--- src/intc_pkg.sv ---
// Constants, register map and state codes of the interrupt acceptance logic
package intc_pkg;
  localparam int NUM_SRC = 16;
  localparam int NUM_EXT = 6;
  localparam int IDX_W = 4;
  localparam int CNT_W = 4;
  // ==========================================
  // Register offsets (byte addresses)
  localparam logic [7:0] OFS_SYSCTL = 8'h00;
  localparam logic [7:0] OFS_CCR = 8'h04;
  localparam logic [7:0] OFS_ENABLE = 8'h08;
  localparam logic [7:0] OFS_PRIO_A = 8'h0C;
  localparam logic [7:0] OFS_PRIO_B = 8'h10;
  localparam logic [7:0] OFS_STATUS = 8'h14;
  localparam logic [7:0] OFS_PEND = 8'h18;
  localparam logic [7:0] OFS_SAVED_PC = 8'h1C;
  localparam logic [7:0] OFS_HANDLER = 8'h20;
  // ==========================================
  // Field positions and reset values
  localparam int SYS_MODE_BIT = 0;
  localparam int SYS_MEM_LSB = 1;
  localparam int CCR_PRIM_BIT = 7;
  localparam int CCR_SEC_BIT = 6;
  localparam logic [7:0] SYSCTL_RST = 8'h01;
  localparam logic [7:0] CCR_RST = 8'h80;
  localparam logic [15:0] ENABLE_RST = 16'h0000;
  localparam logic [7:0] PRIO_RST = 8'h00;
  // ==========================================
  // Vector numbers
  localparam logic [7:0] NMI_VECTOR = 8'h07;
  localparam logic [7:0] SRC_VECTOR_BASE = 8'h0C;
  // ==========================================
  // Memory types and state counts
  localparam logic [1:0] MEM_ONCHIP = 2'h0;
  localparam logic [1:0] MEM_FAST16 = 2'h1;
  localparam logic [1:0] MEM_FAST8 = 2'h2;
  localparam logic [1:0] MEM_SLOW8 = 2'h3;
  localparam logic [CNT_W-1:0] DECIDE_EXT = 4'h2;
  localparam logic [CNT_W-1:0] DECIDE_INT = 4'h1;
  localparam logic [CNT_W-1:0] INTERNAL_HALF = 4'h2;
  localparam logic [CNT_W-1:0] ACC_FAST = 4'h4;
  localparam logic [CNT_W-1:0] ACC_FAST8 = 4'h8;
  localparam logic [CNT_W-1:0] ACC_SLOW8 = 4'hC;

  function automatic logic [CNT_W-1:0] access_states(input logic [1:0] mt);
    unique case (mt)
      MEM_FAST8: access_states = ACC_FAST8;
      MEM_SLOW8: access_states = ACC_SLOW8;
      default: access_states = ACC_FAST;
    endcase
  endfunction

  typedef enum logic [8:0] {
    ST_IDLE = 9'h001,
    ST_DECIDE = 9'h002,
    ST_DRAIN = 9'h004,
    ST_PREF1 = 9'h008,
    ST_INT1 = 9'h010,
    ST_STACK = 9'h020,
    ST_VECT = 9'h040,
    ST_PREF2 = 9'h080,
    ST_INT2 = 9'h100
  } state_type;
endpackage

--- src/prio_select.sv ---
// Fixed-order selector that prefers level-1 requests
`timescale 1ns/10ps
module prio_select
  import intc_pkg::*;
#(
  parameter int N = NUM_SRC
) (
  input wire logic [N-1:0] req_in,
  input wire logic [N-1:0] level_in,
  output logic found_out,
  output logic high_out,
  output logic [IDX_W-1:0] index_out
);
  wire logic [N-1:0] high_req = req_in & level_in;
  wire logic [N-1:0] pool = (|high_req) ? high_req : req_in;

  assign found_out = |req_in;
  assign high_out = |high_req;

  // Lowest index is the smallest vector number and wins
  always_comb begin
    index_out = '0;
    for (int i = N - 1; i >= 0; i--) begin
      if (pool[i]) begin
        index_out = IDX_W'(i);
      end
    end
  end
endmodule

--- src/phase_timer.sv ---
// Down counter that times one exception phase, frozen by wait states
`timescale 1ns/10ps
module phase_timer
  import intc_pkg::*;
(
  input wire logic clk_in,
  input wire logic nrst_in,
  input wire logic load_in,
  input wire logic [CNT_W-1:0] value_in,
  input wire logic hold_in,
  output logic last_out
);
  logic [CNT_W-1:0] cnt;

  assign last_out = (cnt == CNT_W'(1)) && !hold_in;

  always_ff @(posedge clk_in or negedge nrst_in) begin
    if (!nrst_in) begin
      cnt <= '0;
    end else if (load_in) begin
      cnt <= value_in;
    end else if (!hold_in && cnt != '0) begin
      cnt <= cnt - CNT_W'(1);
    end
  end
endmodule

--- src/intc_accept.sv ---
// Interrupt acceptance, masking and exception entry sequencer
// How it works
// - Mode bit 1 masks with primary bit only; mode 0 uses both bits.
// - NMI is accepted regardless of masks, except in reset and standby.
// - A source requests only while its enable bit is set.
// - Higher programmed level wins; equal levels follow fixed source order.
// - Mode 1, primary clear: accept selected request, level 1 first.
// - Mode 1, primary set: only NMI accepted, others stay pending.
// - Mode 1: after saving state, primary mask bit is set.
// - Mode 0: level-0 requests enabled only while primary bit is clear.
// - Mode 0: level-1 requests disabled only when both bits set.
// - Mode 0, primary clear: accept regardless of level and secondary bit.
// - Mode 0, primary set, secondary clear: only level-1 accepted.
// - Mode 0, both bits set: all maskable requests stay pending.
// - Mode 0: after saving state, both mask bits are set.
// - Priority decision takes 2 states external, 1 state internal.
// - Handling starts only after the current instruction completes.
// - Stack save takes 4, 8 or 12 states by memory type.
// - Prefetch takes 4, 8 or 12 states in two halves.
// - Internal processing takes 4 states in two halves.
// - External wait states stretch the memory phases.
// - Among equal levels the smaller vector number wins.
// - After reset priority settings clear, giving fixed default order.
`timescale 1ns/10ps
module intc_accept
  import intc_pkg::*;
(
  input wire logic clk_in,
  input wire logic nrst_in,
  input wire logic wb_cyc_in,
  input wire logic wb_stb_in,
  input wire logic wb_we_in,
  input wire logic [7:0] wb_adr_in,
  input wire logic [3:0] wb_sel_in,
  input wire logic [31:0] wb_dat_in,
  output logic [31:0] wb_dat_out,
  output logic wb_ack_out,
  input wire logic [NUM_SRC-1:0] src_req_in,
  input wire logic nmi_in,
  input wire logic standby_in,
  input wire logic instr_done_in,
  input wire logic [31:0] pc_in,
  input wire logic mem_wait_in,
  input wire logic [31:0] vector_data_in,
  output logic accept_out,
  output logic busy_out,
  output logic stack_push_out,
  output logic vector_fetch_out,
  output logic prefetch_out,
  output logic [31:0] vector_addr_out,
  output logic [31:0] saved_pc_out,
  output logic [7:0] saved_ccr_out,
  output logic handler_start_out,
  output logic [31:0] handler_addr_out,
  output logic primary_mask_out,
  output logic secondary_mask_out
);
  // ==========================================
  // Register bus
  function automatic logic [31:0] lane_merge(
    input logic [31:0] old,
    input logic [31:0] dat,
    input logic [3:0] sel
  );
    for (int b = 0; b < 4; b++) begin
      old[8*b +: 8] = sel[b] ? dat[8*b +: 8] : old[8*b +: 8];
    end
    return old;
  endfunction

  logic [7:0] system_control_reg;
  logic [7:0] condition_code_reg;
  logic [15:0] enable_reg;
  logic [7:0] priority_setting_a;
  logic [7:0] priority_setting_b;
  logic nmi_pend;
  logic nmi_prev;
  state_type state;
  state_type next_state;
  logic win_nmi;
  logic [IDX_W-1:0] win_idx;
  logic [7:0] win_vector;

  wire logic bus_req = wb_cyc_in && wb_stb_in && !wb_ack_out;
  wire logic bus_wr = bus_req && wb_we_in;
  wire logic wr_sys = bus_wr && wb_adr_in == OFS_SYSCTL;
  wire logic wr_ccr = bus_wr && wb_adr_in == OFS_CCR;
  wire logic wr_en = bus_wr && wb_adr_in == OFS_ENABLE;
  wire logic wr_pa = bus_wr && wb_adr_in == OFS_PRIO_A;
  wire logic wr_pb = bus_wr && wb_adr_in == OFS_PRIO_B;
  wire logic [31:0] sys_new =
    lane_merge({24'h0, system_control_reg}, wb_dat_in, wb_sel_in);
  wire logic [31:0] ccr_new =
    lane_merge({24'h0, condition_code_reg}, wb_dat_in, wb_sel_in);
  wire logic [31:0] en_new =
    lane_merge({16'h0, enable_reg}, wb_dat_in, wb_sel_in);
  wire logic [31:0] pa_new =
    lane_merge({24'h0, priority_setting_a}, wb_dat_in, wb_sel_in);
  wire logic [31:0] pb_new =
    lane_merge({24'h0, priority_setting_b}, wb_dat_in, wb_sel_in);

  // ==========================================
  // Mask decision
  wire logic mode = system_control_reg[SYS_MODE_BIT];
  wire logic [1:0] mem_type = system_control_reg[SYS_MEM_LSB +: 2];
  wire logic prim = condition_code_reg[CCR_PRIM_BIT];
  wire logic sec = condition_code_reg[CCR_SEC_BIT];
  wire logic [NUM_SRC-1:0] level_vec = {priority_setting_b, priority_setting_a};
  wire logic [NUM_SRC-1:0] active = src_req_in & enable_reg;
  wire logic sel_found;
  wire logic sel_high;
  wire logic [IDX_W-1:0] sel_idx;

  prio_select #(
    .N(NUM_SRC)
  ) u_select (
    .req_in(active),
    .level_in(level_vec),
    .found_out(sel_found),
    .high_out(sel_high),
    .index_out(sel_idx)
  );

  // Level 1 sees both bits in mode 0, level 0 only the primary bit
  wire logic lvl0_ok = !prim;
  wire logic lvl1_ok = mode ? !prim : (!prim || !sec);
  wire logic mask_ok = sel_high ? lvl1_ok : lvl0_ok;
  wire logic maskable_go = sel_found && mask_ok;
  wire logic nmi_ok = nmi_pend && !standby_in;
  wire logic idle = state == ST_IDLE;
  wire logic go = idle && !standby_in && (nmi_ok || maskable_go);
  wire logic go_ext = nmi_ok || int'(sel_idx) < NUM_EXT;
  wire logic nmi_edge = nmi_in && !nmi_prev;
  wire logic take_nmi = go && nmi_ok;

  // ==========================================
  // Phase timing
  wire logic tmr_last;
  wire logic [CNT_W-1:0] acc_cnt = access_states(mem_type);
  wire logic [CNT_W-1:0] half_cnt = acc_cnt >> 1;
  wire logic mem_phase = state inside {ST_PREF1, ST_STACK, ST_VECT, ST_PREF2};
  wire logic ext_mem = mem_type != MEM_ONCHIP;
  wire logic tmr_hold = mem_phase && ext_mem && mem_wait_in;
  wire logic tmr_load = next_state != state;
  logic [CNT_W-1:0] tmr_value;

  always_comb begin
    unique case (next_state)
      ST_DECIDE: tmr_value = go_ext ? DECIDE_EXT : DECIDE_INT;
      ST_PREF1, ST_PREF2: tmr_value = half_cnt;
      ST_INT1, ST_INT2: tmr_value = INTERNAL_HALF;
      ST_STACK, ST_VECT: tmr_value = acc_cnt;
      default: tmr_value = '0;
    endcase
  end

  phase_timer u_timer (
    .clk_in(clk_in),
    .nrst_in(nrst_in),
    .load_in(tmr_load),
    .value_in(tmr_value),
    .hold_in(tmr_hold),
    .last_out(tmr_last)
  );

  // ==========================================
  // Sequencer
  always_comb begin
    next_state = state;
    unique case (state)
      ST_IDLE: if (go) next_state = ST_DECIDE;
      ST_DECIDE: if (tmr_last) next_state = ST_DRAIN;
      ST_DRAIN: if (instr_done_in) next_state = ST_PREF1;
      ST_PREF1: if (tmr_last) next_state = ST_INT1;
      ST_INT1: if (tmr_last) next_state = ST_STACK;
      ST_STACK: if (tmr_last) next_state = ST_VECT;
      ST_VECT: if (tmr_last) next_state = ST_PREF2;
      ST_PREF2: if (tmr_last) next_state = ST_INT2;
      ST_INT2: if (tmr_last) next_state = ST_IDLE;
    endcase
  end

  wire logic stack_done = state == ST_STACK && tmr_last;
  wire logic vect_done = state == ST_VECT && tmr_last;
  wire logic entry_done = state == ST_INT2 && tmr_last;

  always_ff @(posedge clk_in or negedge nrst_in) begin
    if (!nrst_in) begin
      state <= ST_IDLE;
    end else begin
      state <= next_state;
    end
  end

  // Winner is frozen at go so later requests cannot disturb the entry
  always_ff @(posedge clk_in or negedge nrst_in) begin
    if (!nrst_in) begin
      win_nmi <= 1'b0;
      win_idx <= '0;
    end else if (go) begin
      win_nmi <= nmi_ok;
      win_idx <= sel_idx;
    end
  end

  assign win_vector = win_nmi ? NMI_VECTOR : SRC_VECTOR_BASE + 8'(win_idx);

  // ==========================================
  // NMI latch, set wins over clear
  always_ff @(posedge clk_in or negedge nrst_in) begin
    if (!nrst_in) begin
      nmi_prev <= 1'b0;
      nmi_pend <= 1'b0;
    end else begin
      nmi_prev <= nmi_in;
      nmi_pend <= nmi_edge || (nmi_pend && !take_nmi);
    end
  end

  // ==========================================
  // Registers, hardware mask set wins over software write
  always_ff @(posedge clk_in or negedge nrst_in) begin
    if (!nrst_in) begin
      system_control_reg <= SYSCTL_RST;
      enable_reg <= ENABLE_RST;
      priority_setting_a <= PRIO_RST;
      priority_setting_b <= PRIO_RST;
    end else begin
      if (wr_sys) system_control_reg <= sys_new[7:0];
      if (wr_en) enable_reg <= en_new[15:0];
      if (wr_pa) priority_setting_a <= pa_new[7:0];
      if (wr_pb) priority_setting_b <= pb_new[7:0];
    end
  end

  logic [7:0] next_ccr;

  always_comb begin
    next_ccr = wr_ccr ? ccr_new[7:0] : condition_code_reg;
    if (stack_done) begin
      next_ccr[CCR_PRIM_BIT] = 1'b1;
      if (!mode) next_ccr[CCR_SEC_BIT] = 1'b1;
    end
  end

  always_ff @(posedge clk_in or negedge nrst_in) begin
    if (!nrst_in) begin
      condition_code_reg <= CCR_RST;
    end else begin
      condition_code_reg <= next_ccr;
    end
  end

  // ==========================================
  // Saved state, vector and handler
  always_ff @(posedge clk_in or negedge nrst_in) begin
    if (!nrst_in) begin
      saved_pc_out <= '0;
      saved_ccr_out <= '0;
      vector_addr_out <= '0;
      handler_addr_out <= '0;
      handler_start_out <= 1'b0;
    end else begin
      if (state == ST_DRAIN && instr_done_in) begin
        saved_pc_out <= pc_in;
        saved_ccr_out <= condition_code_reg;
      end
      if (state == ST_DECIDE && tmr_last) vector_addr_out <= {22'h0, win_vector, 2'h0};
      if (vect_done) handler_addr_out <= vector_data_in;
      handler_start_out <= entry_done;
    end
  end

  assign accept_out = state == ST_DECIDE && tmr_last;
  assign busy_out = !idle;
  assign stack_push_out = state == ST_STACK;
  assign vector_fetch_out = state == ST_VECT;
  assign prefetch_out = state inside {ST_PREF1, ST_PREF2};
  assign primary_mask_out = prim;
  assign secondary_mask_out = sec;

  // ==========================================
  // Bus answer, one wait state, unmapped reads zero
  logic [31:0] rd_mux;

  always_comb begin
    unique case (wb_adr_in)
      OFS_SYSCTL: rd_mux = {24'h0, system_control_reg};
      OFS_CCR: rd_mux = {24'h0, condition_code_reg};
      OFS_ENABLE: rd_mux = {16'h0, enable_reg};
      OFS_PRIO_A: rd_mux = {24'h0, priority_setting_a};
      OFS_PRIO_B: rd_mux = {24'h0, priority_setting_b};
      OFS_STATUS: rd_mux = {13'h0, nmi_pend, win_nmi, win_vector, state};
      OFS_PEND: rd_mux = {16'h0, active};
      OFS_SAVED_PC: rd_mux = saved_pc_out;
      OFS_HANDLER: rd_mux = handler_addr_out;
      default: rd_mux = 32'h0000_0000;
    endcase
  end

  always_ff @(posedge clk_in or negedge nrst_in) begin
    if (!nrst_in) begin
      wb_ack_out <= 1'b0;
      wb_dat_out <= '0;
    end else begin
      wb_ack_out <= bus_req;
      wb_dat_out <= (bus_req && !wb_we_in) ? rd_mux : '0;
    end
  end
endmodule

--- config.mk ---
export PLATFORM = sky130hd
export DESIGN_NAME = intc_accept
export DESIGN_NICKNAME = d
export VERILOG_FILES = /design/src/intc_pkg.sv /design/src/prio_select.sv /design/src/phase_timer.sv /design/src/intc_accept.sv
export SDC_FILE = /design/constraint.sdc
export NUM_CORES = 1
export LEC_CHECK = 0
export ABC_AREA = 1
export BUFFER_PORTS_ARGS = -buffer_cell sky130_fd_sc_hd__buf_2
export CAP_MARGIN = 20
export CORE_ASPECT_RATIO = 0.9
export CORE_MARGIN = 2
export CORE_UTILIZATION = 40
export DETAILED_ROUTE_END_ITERATION = 8
export PLACE_DENSITY = 0.76
export SYNTH_ARGS = -nofsm -noshare
export SYNTH_HDL_FRONTEND = slang
export SYNTH_SLANG_ARGS = --single-unit
--- constraint.sdc ---
create_clock -name clk_in -period 5.2 [get_ports clk_in]
set_input_delay 0.26 -clock clk_in [delete_from_list [all_inputs] [get_ports clk_in]]
set_output_delay 0.26 -clock clk_in [all_outputs]
set_load 0.02 [all_outputs]
# After elaboration in Yosys (flattened, before gate mapping)
# Cells that the tools add are included.
[totals]
ff_bits = 182
in_bits = 133
[op_classes]
n_eq_ne = 28
reduce_logical = 58
n_mux = 41
magnitude_cmp = 1
addsub = 2
n_bitwise = 2
[ops]
columns = ["operator", "count"]
rows = [
  ["$pmux W32 S9", 1],
  ["$mux W9", 9],
  ["$pmux W9 S9", 1],
  ["$mux W4", 18],
  ["$and A16 B16 Y16", 2],
  ["$eq A8 B5 Y1 const B", 4],
  ["$mux W32", 1],
  ["$reduce_or A16 Y1", 2],
  ["$logic_and A1 B1 Y1", 25],
  ["$eq A9 B2 Y1 const B", 2],
  ["$eq A9 B4 Y1 const B", 2],
  ["$eq A9 B5 Y1 const B", 2],
  ["$eq A9 B6 Y1 const B", 2],
  ["$eq A9 B7 Y1 const B", 2],
  ["$eq A9 B8 Y1 const B", 2],
  ["$eq A9 B9 Y1 const B", 2],
  ["$eq A8 B4 Y1 const B", 2],
  ["$mux W16", 1],
  ["$mux W8", 2],
  ["$pmux W4 S4", 1],
  ["$reduce_and A2 Y1", 7],
  ["$reduce_bool A2 Y1", 5],
  ["$eq A9 B1 Y1 const B", 1],
  ["$eq A9 B3 Y1 const B", 1],
  ["other kinds (17)", 35],
]

# Longest topological paths before layout
# Gate-level depths: netlist (run 1).
[depth]
depth_word = 25
ltp_mapped = 23
mapped_depth_nobuf = 23

# Hierarchy
# From an unflattened synthesis (run 1), not the netlist that was laid out.
[hier_totals]
hier_cells = 1158
hier_area_um2 = 9075.0
[by_module_without_submodules]
columns = ["module", "n_inst", "cells_per_inst", "area_each_um2"]
rows = [
  ["intc_accept", 1, 1023, 8346.8],
  ["prio_select", 1, 92, 417.9],
  ["phase_timer", 1, 43, 310.3],
]

# Worst setup path after synthesis (run 1)
# OpenSTA, ideal clock, no wires.
[synth_path]
path_kind = "reg2reg"
startpoint = "register state[5]"
endpoint = "register u_timer.cnt[1]"
setup_slack_ns = 2.957
path_stages_with_launch = 17
required_ns = 5.127
synth_period_minus_slack_ns = 2.243
arrival_ns = 2.170
cell_sequence = "dfrtp_1 > nor2_4 > nand2_2 > inv_2 > nand4_1 > nor2_1 > inv_1 > a21oi_1 > o21ai_1 > nand3_1 > nand2_1 > nand3b_1 > nor2_2 > nand2_1 > nand3_1 > nand2_1 > a21oi_2"
[synth_via]
elab_chain_cells = 12
word_cells_on_any_way = 41
cone_classes = "17 x eq/ne; 12 x mux; 12 x reduce/logical"
[synth_rtl]
columns = ["element", "line", "source"]
rows = [
  ["start: declaration", "intc_accept.sv:78", "state_type state;"],
  ["start signal: assignment", "intc_accept.sv:191", "state <= next_state;"],
  ["$eq A9 B4 Y1 (tied with other cells)", "intc_accept.sv:141, intc_accept.sv:170", ""],
  ["$reduce_bool A4 Y1", "intc_accept.sv:141", "wire logic mem_phase = state inside {ST_PREF1, ST_STACK, ST_VECT, ST_PREF2};"],
  ["$logic_and A1 B1 Y1 (2 in a row)", "intc_accept.sv:143", "wire logic tmr_hold = mem_phase && ext_mem && mem_wait_in;"],
  ["$logic_not A1 Y1", "phase_timer.sv:15", "assign last_out = (cnt == CNT_W'(1)) && !hold_in;"],
  ["$logic_and A1 B1 Y1", "phase_timer.sv:15", ""],
  ["$mux W9 (tied with other cells)", "intc_accept.sv:179", "ST_INT2: if (tmr_last) next_state = ST_IDLE;"],
  ["$pmux W9 S9 *", "intc_accept.sv:170", "unique case (state)"],
  ["via next_state[0]", "intc_accept.sv:79", "state_type next_state;"],
  ["$eq A9 B6 Y1 (tied with other cells)", "intc_accept.sv:148", "unique case (next_state)"],
  ["$reduce_or A2 Y1", "intc_accept.sv:148", ""],
  ["$pmux W4 S4", "intc_accept.sv:148", ""],
  ["$mux W4", "phase_timer.sv:20", "end else if (load_in) begin"],
  ["end signal: assignment", "phase_timer.sv:21", "cnt <= value_in;"],
  ["end signal: assignment", "phase_timer.sv:23", "cnt <= cnt - CNT_W'(1);"],
  ["end: declaration", "phase_timer.sv:13", "logic [CNT_W-1:0] cnt;"],
]
# The timed path passes the listed nets; every way through them passes the cells marked *.
# A chain may end at the register's enable or synchronous reset.

# Worst setup path after layout (run 1)
[layout_path]
startpoint = "register state[8]"
endpoint = "register u_timer.cnt[1]"
# The elaborated chain is that of the path after synthesis.

==> summary.md, run 1 <==
| Metric | Value |
|---|---|
| Status | finished clean |
| Clock transition at path regs | 0.08 ns |
| First-pass GRT wire length | 42200 um |
| CTS buffer count | 17 |
| RePlAce Congestion | 0.981 |
| Worst hold start | pc_in[2] |
| Dpl cells | roughly 1.5k |
| Share of cells above drive strength 1 | 0.329 |
| Origin of the worst setup path | state[8] |
| Fillers | 2033 |
| Most common cell after layout, fill and taps aside | buf_2 |
| Worst path required time | 5.56 ns |
| Die height | 145 um |
| Tmin final | 3.26 ns |
| CP max stage delay | 0.57 ns |
| Yosys reg bits | 179 |
| Mapped Cells | 952 |
| Critical Path Start Type | register |
| IO Pins | 278 |
| CP Max Fanout | 33 |
| Routed via count | slightly below 8k |
| CTS max path bufs | 2 |
| CP most frequent cell | nand2_1 |
| Final slew viol count | 0 |
| Synthesized area | 8810 sq um |
| Clk root buf | clkbuf_16 |
| Pleak | 5.81 nW |
| Pin count of the biggest net entering global routing | 97 |
| Storage element area | 4480 sq um |
| Least-Margin Pin Slew | 0.879 ns |
| Total gr overflow | 0 |
| Final HPWL DP | 21200 um |
| WL final | about 28000 um |
| P&R area growth vs syn | 22.4% |
| Netlist cell types | 51 |
| Die area | 23200 sq um |
| Drt drc | 0 |
| Total track usage | 0.238 |
| Power Density | 258 nW/um^2 |
| IO buf count | 232 |
| H-tree depth | 4 |
| Nets | between 1k and 1.5k |
| Period Utilization, post-route | 0.627 |
| Drt wl/cell | 18.9 um |
| Vias in the first global route | 7583 |
| Synth warnings | 0 |
| Routed Antenna Nets | 0 |
| Worst path cell trace | inv_1 > nand2_1 > nor3_4 > nor2_2 > nand3_2 > nand2_2 > nand2_4 > inv_2 > nand2_4 > o211ai_2 > nor3_1 > nand2_1 > nand3_1 > nand2_1 > a21oi_2 |
| Core Region | 21600 sq um |
| Row cnt | roughly 50 |
| Setup_tns | 0 ns |
| Finished Layout Cells | 1490 |
| Core Util, Final | 0.498 |
| Seq/Total Area, Yosys | 0.509 |
| Starting Density | 0.407 |
| Clock Skew | 0.0167 ns |
| Top flop regs | handler_addr_out: 32 flops, saved_pc_out: 32 flops, wb_dat_out: 32 flops |
| CP arrival | 3.63 ns |
| # setup viols final | 0 |
| R2r startpoint | state[8] |
| TritonRoute pass-1 iters | 7 |
| Crit path kind | reg2reg |
| CTS tree | done |
| Via/cell ratio | 5.31 |
| R2r setup slk | around 1.9 ns |
| Max Cap Viol | 0 |
| Final hold slack | 0.0430 ns |
| Final Power | 2.78 mW |
| Die W | 160 um |
| RSZ-0062 raised after global routing | false |
| Clock latency at the later pin of the worst-skew pair | between 0.4 and 0.5 ns |
| Initial antenna violation count | 2 |
| Fmax | between 0.3 and 0.4 GHz |
| Commonest non-fill, non-tap cells in the layout | 232 x buf_2, 224 x nand2_1, 176 x dfrtp_1, 78 x mux2_2, 69 x inv_1 |
| Final Hold Viols | 0 |
| Critical path endpoint category | register |
| HP Class | in2reg |
| Multi-input gate area | 3820 sq um |
| Slew margin rel. | 0.414 |
| Max IR drop VDD | 0.172 mV |
| Number of DRC markers in iteration 0 | 781 |
| Syn avg cell area | 9.25 sq um |
| TritonCTS Sinks | between 150 and 200 |
| Slowest CP cell | dfrtp_1 |
[layout make-up]
| cell class | count | share of cell area |
|---|---|---|
| flip-flops and latches | 179 | 0.416 |
| inverters | 78 | 0.0272 |
| clock buffers | 17 | 0.0395 |
| multi-input cells | 666 | 0.354 |
| well taps | 291 | 0.0338 |
| repair buffers | 241 | 0.115 |
| clock inverters | 15 | 0.0138 |
| diodes | 3 | 0.000696 |
[cell families (layout without fill, tap and decap cells)]
kind of cell / after synthesis / count (layout) / synth area share
flip-flops: 179 / 179 / 0.509
adder cells (fa/ha/maj): 4 / 4 / 0.00568
AO/OA/AOI/OAI: 173 / 173 / 0.119
other: 1 / 30 / 0.000426
multiplexers: 78 / 78 / 0.0997
AND/OR/NAND/NOR: 382 / 382 / 0.194
buffers and inverters: 133 / 351 / 0.0699
XOR/XNOR: 2 / 2 / 0.00199
[worst max-delay path: cells and delay by family, from the launching register on]
| family | cells | cell delay (ns) |
|---|---|---|
| and+or+nand+nor | 11 | 1.88 |
| DFF | 1 | 0.57 |
| buffers and inverters | 2 | 0.44 |
| AOI/OAI and AO/OA | 2 | 0.30 |
[per-stage QoR]
stage / instance area [sq um] / worst slack, ns
detailed placement: 10200 / 2.01
floorplan: 8900 / 2.96
finish: 10800 / 1.94
CTS: 10800 / 1.99
global placement: 10200 / 2.04
global route: 10800 / 1.67
[timing repair]
| action | CTS | global route |
|---|---|---|
| endpoints found under the hold margin | 95 | 0 |
| setup buffers | 0 | 0 |
| hold buffers | 2 | 0 |
| gates resized for setup | 0 | 0 |
[power by group]
| part | switching (mW) | internal [mW] | total, mW |
|---|---|---|---|
| sequential | 0.00516 | 1.39 | 1.40 |
| clock | 0.622 | 0.637 | 1.26 |
| combinational | 0.0806 | 0.0395 | 0.120 |
[final timing paths]
check                      cells after the start                     to
setup / recovery                              15         u_timer.cnt[1]
hold / removal                                 2        saved_pc_out[2]
setup reg to reg                              15         u_timer.cnt[1]
hold reg to reg                                1               nmi_pend
max in group asynchronous                      3  system_control_reg[1]
min in group asynchronous                      2       saved_pc_out[20]
[synthesized netlist by cell type (all sizes together)]
| library cell | n | share of area |
|---|---|---|
| o21bai | 10 | 0.0085 |
| ha | 4 | 0.0057 |
| nand4 | 11 | 0.0078 |
| a21oi | 45 | 0.026 |
| o21a | 2 | 0.0017 |
| xor2 | 1 | 0.00099 |
| o41ai | 1 | 0.00099 |
| a22o | 6 | 0.0060 |
| o22ai | 10 | 0.0071 |
| inv | 76 | 0.032 |
| nor3b | 2 | 0.0023 |
| dfstp | 3 | 0.0090 |
| o31ai | 2 | 0.0017 |
| mux2 | 78 | 0.10 |
| xnor2 | 1 | 0.00099 |
| dfrtp | 176 | 0.50 |
| a41oi | 1 | 0.00099 |
| a22oi | 2 | 0.0017 |
| and3 | 2 | 0.0014 |
| clkbuf | 17 | 0.0072 |
| nor4 | 2 | 0.0014 |
| o21ai | 64 | 0.036 |
| clkinv | 2 | 0.00085 |
| nor2 | 52 | 0.026 |
| nand3b | 2 | 0.0017 |
| nand3 | 52 | 0.032 |
| a221oi | 15 | 0.015 |
| o221ai | 1 | 0.00099 |
| buf | 38 | 0.029 |
| o211ai | 2 | 0.0023 |
| a32o | 3 | 0.0034 |
| conb | 1 | 0.00043 |
| nand2 | 233 | 0.10 |
| a31oi | 9 | 0.0064 |
| nor3 | 24 | 0.017 |
| or2 | 2 | 0.0014 |
[layer usage]
metal  track usage  wire length (um)
met2         0.378             13200
met3        0.0527              2200
met1         0.324             12100
met5             0                 0
met4        0.0844               740
Power figures use the tool's default switching activity.
==> run 2: changes to the inputs <==
--- a/config.mk
+++ b/config.mk
@@ -12,7 +12,7 @@
 export CORE_MARGIN = 2
 export CORE_UTILIZATION = 40
 export DETAILED_ROUTE_END_ITERATION = 8
-export PLACE_DENSITY = 0.76
+export PLACE_DENSITY = 0.79
 export SYNTH_ARGS = -nofsm -noshare
 export SYNTH_HDL_FRONTEND = slang
 export SYNTH_SLANG_ARGS = --single-unit
==> constraint.sdc (replaced) <==
create_clock -name clk_in -period 3 [get_ports clk_in]
set_input_delay 0.15 -clock clk_in [delete_from_list [all_inputs] [get_ports clk_in]]
set_output_delay 0.15 -clock clk_in [all_outputs]
set_load 0.02 [all_outputs]
==> summary.md, run 2 (synthesized netlist as in run 1, its figures left out) <==
| Metric | Value |
|---|---|
| Final hold slack | 0.0147 ns |
| Routed Antenna Nets | 0 |
| Final HPWL DP | about 21000 um |
| TritonCTS Sinks | 179 |
| Clk root buf | clkbuf_16 |
| Die area | 23200 sq um |
| WL final | 30800 um |
| Dpl cells | 1464 |
| CTS buffer count | 17 |
| Max Cap Viol | 0 |
| Core Region | between 20000 and 25000 sq um |
| Nets | 1405 |
| # setup viols final | 0 |
| Via/cell ratio | 5.36 |
| Vias in the first global route | 8311 |
| Pin count of the biggest net entering global routing | 68 |
| Starting Density | 0.407 |
| Commonest non-fill, non-tap cells in the layout | 231 x buf_2, 224 x nand2_1, 176 x dfrtp_1, 78 x mux2_2, 76 x dlygate4sd3_1 |
| Power Density | 437 nW/um^2 |
| Status | finished clean |
| Tmin final | approximately 2.7 ns |
| Routed via count | between 8k and 9k |
| Max IR drop VDD | 0.323 mV |
| Worst path required time | approximately 3.4 ns |
| Die height | 145 um |
| Row cnt | 51 |
| Storage element area | 4480 sq um |
| Final Power | 5.10 mW |
| CTS max path bufs | 2 |
| Fillers | between 1.5k and 2k |
| Period Utilization, post-route | 0.901 |
| Finished Layout Cells | between 1.5k and 2k |
| Top flop regs | handler_addr_out: 32 flops, saved_pc_out: 32 flops, wb_dat_out: 32 flops |
| Number of DRC markers in iteration 0 | 792 |
| Fmax | 0.370 GHz |
| IO buf count | 232 |
| Drt drc | 0 |
| Critical Path Start Type | register |
| Slew margin rel. | 0.531 |
| Die W | 160 um |
| Final Hold Viols | 0 |
| Share of cells above drive strength 1 | 0.315 |
| HP Class | in2reg |
| CTS tree | done |
| Drt wl/cell | 19.5 um |
| Core Util, Final | 0.540 |
| Total gr overflow | 0 |
| Clock transition at path regs | 0.07 ns |
| Resized Gates After CTS | 0 |
| H-tree depth | 4 |
| TritonRoute pass-1 iters | 5 |
| IO Pins | 278 |
| Least-Margin Pin Slew | 0.701 ns |
| Clock latency at the later pin of the worst-skew pair | 0.44 ns |
| First-pass GRT wire length | 46600 um |
| Clock Skew | around 0.017 ns |
| RePlAce Congestion | 0.924 |
| Multi-input gate area | 3820 sq um |
| CP arrival | 3.07 ns |
| Initial antenna violation count | 1 |
| Critical path endpoint category | register |
| Most common cell after layout, fill and taps aside | buf_2 |
| Pleak | 6.21 nW |
| P&R area growth vs syn | 32.6% |
| CP Max Fanout | 12 |
| Crit path kind | reg2reg |
| Final slew viol count | 0 |
| Total track usage | 0.262 |
| RSZ-0062 raised after global routing | false |
| Setup_tns | 0 ns |
## run 2: changes by cell type in the layout (fill, tap and decap cells not counted), moves of 2 or more
cell,before,now
buf_12,0,2
buf_4,6,16
bufinv_16,0,3
clkinvlp_4,3,1
dlygate4sd3_1,2,76
inv_8,4,0
## run 2: power breakdown
part	leakage [nW]	total (mW)	internal [mW]	switching [mW]
sequential	2.44	2.43	2.42	0.00852
combinational	3.47	0.298	0.135	0.163
clock	0.301	2.37	1.35	1.02
## run 2: final timing paths
check,depth (start not counted),end,start,slack (ns)
max,14,u_timer.cnt[1],priority_setting_a[5],0.30
min,3,wb_ack_out,wb_stb_in,0.01
max reg2reg,14,u_timer.cnt[1],priority_setting_a[5],0.30
min reg2reg,1,nmi_pend,nmi_prev,0.45
max in group asynchronous,3,state[0],nrst_in,1.93
min in group asynchronous,2,saved_pc_out[22],nrst_in,0.21
## run 2: what timing repair did
item                                    in CTS  in global routing
endpoints found under the setup margin       0                  0
endpoints found under the hold margin      116                  0
hold buffers                                76                  0
setup buffers                                0                  0
## run 2: area by class of cell
class,count,share of cell area
Clock inverter,13,0.0151
Multi-Input combinational cell,666,0.327
Sequential cell,179,0.384
Inverter,78,0.0251
Clock buffer,19,0.0379
Antenna cell,4,0.000857
Tap cell,291,0.0312
Timing Repair Buffer,326,0.179
## run 2: critical path, cell delays in order (launching register included)
cell     delay, ns
dfrtp_1       0.45
nand3_1       0.11
nand2_1       0.05
nor2_1        0.11
nand2_1       0.12
nor2_2        0.42
nor3_1        0.09
o21ai_1       0.27
nand2_1       0.14
inv_2         0.15
nand2_1       0.08
nand2_1       0.15
nand2_1       0.16
o21a_1        0.17
a21oi_2       0.14
## run 2: routing by layer
layer  global-route usage  part of all wire  vias to the layer above
li1                     -                 -                     3831
met1                0.334              0.40                     4021
met2                0.429              0.48                      505
met3               0.0675             0.089                       90
met4                0.103             0.035                        0
met5                    0                 0                        -
## run 2: per-stage QoR
step / instance area, sq um / setup slack (ns)
after floorplan: 8900 / 0.757
after global placement: 10300 / 0.466
after detailed placement: 10300 / 0.379
after CTS: 11700 / 0.353
after global routing: 11700 / 0.0889
final: 11700 / 0.297
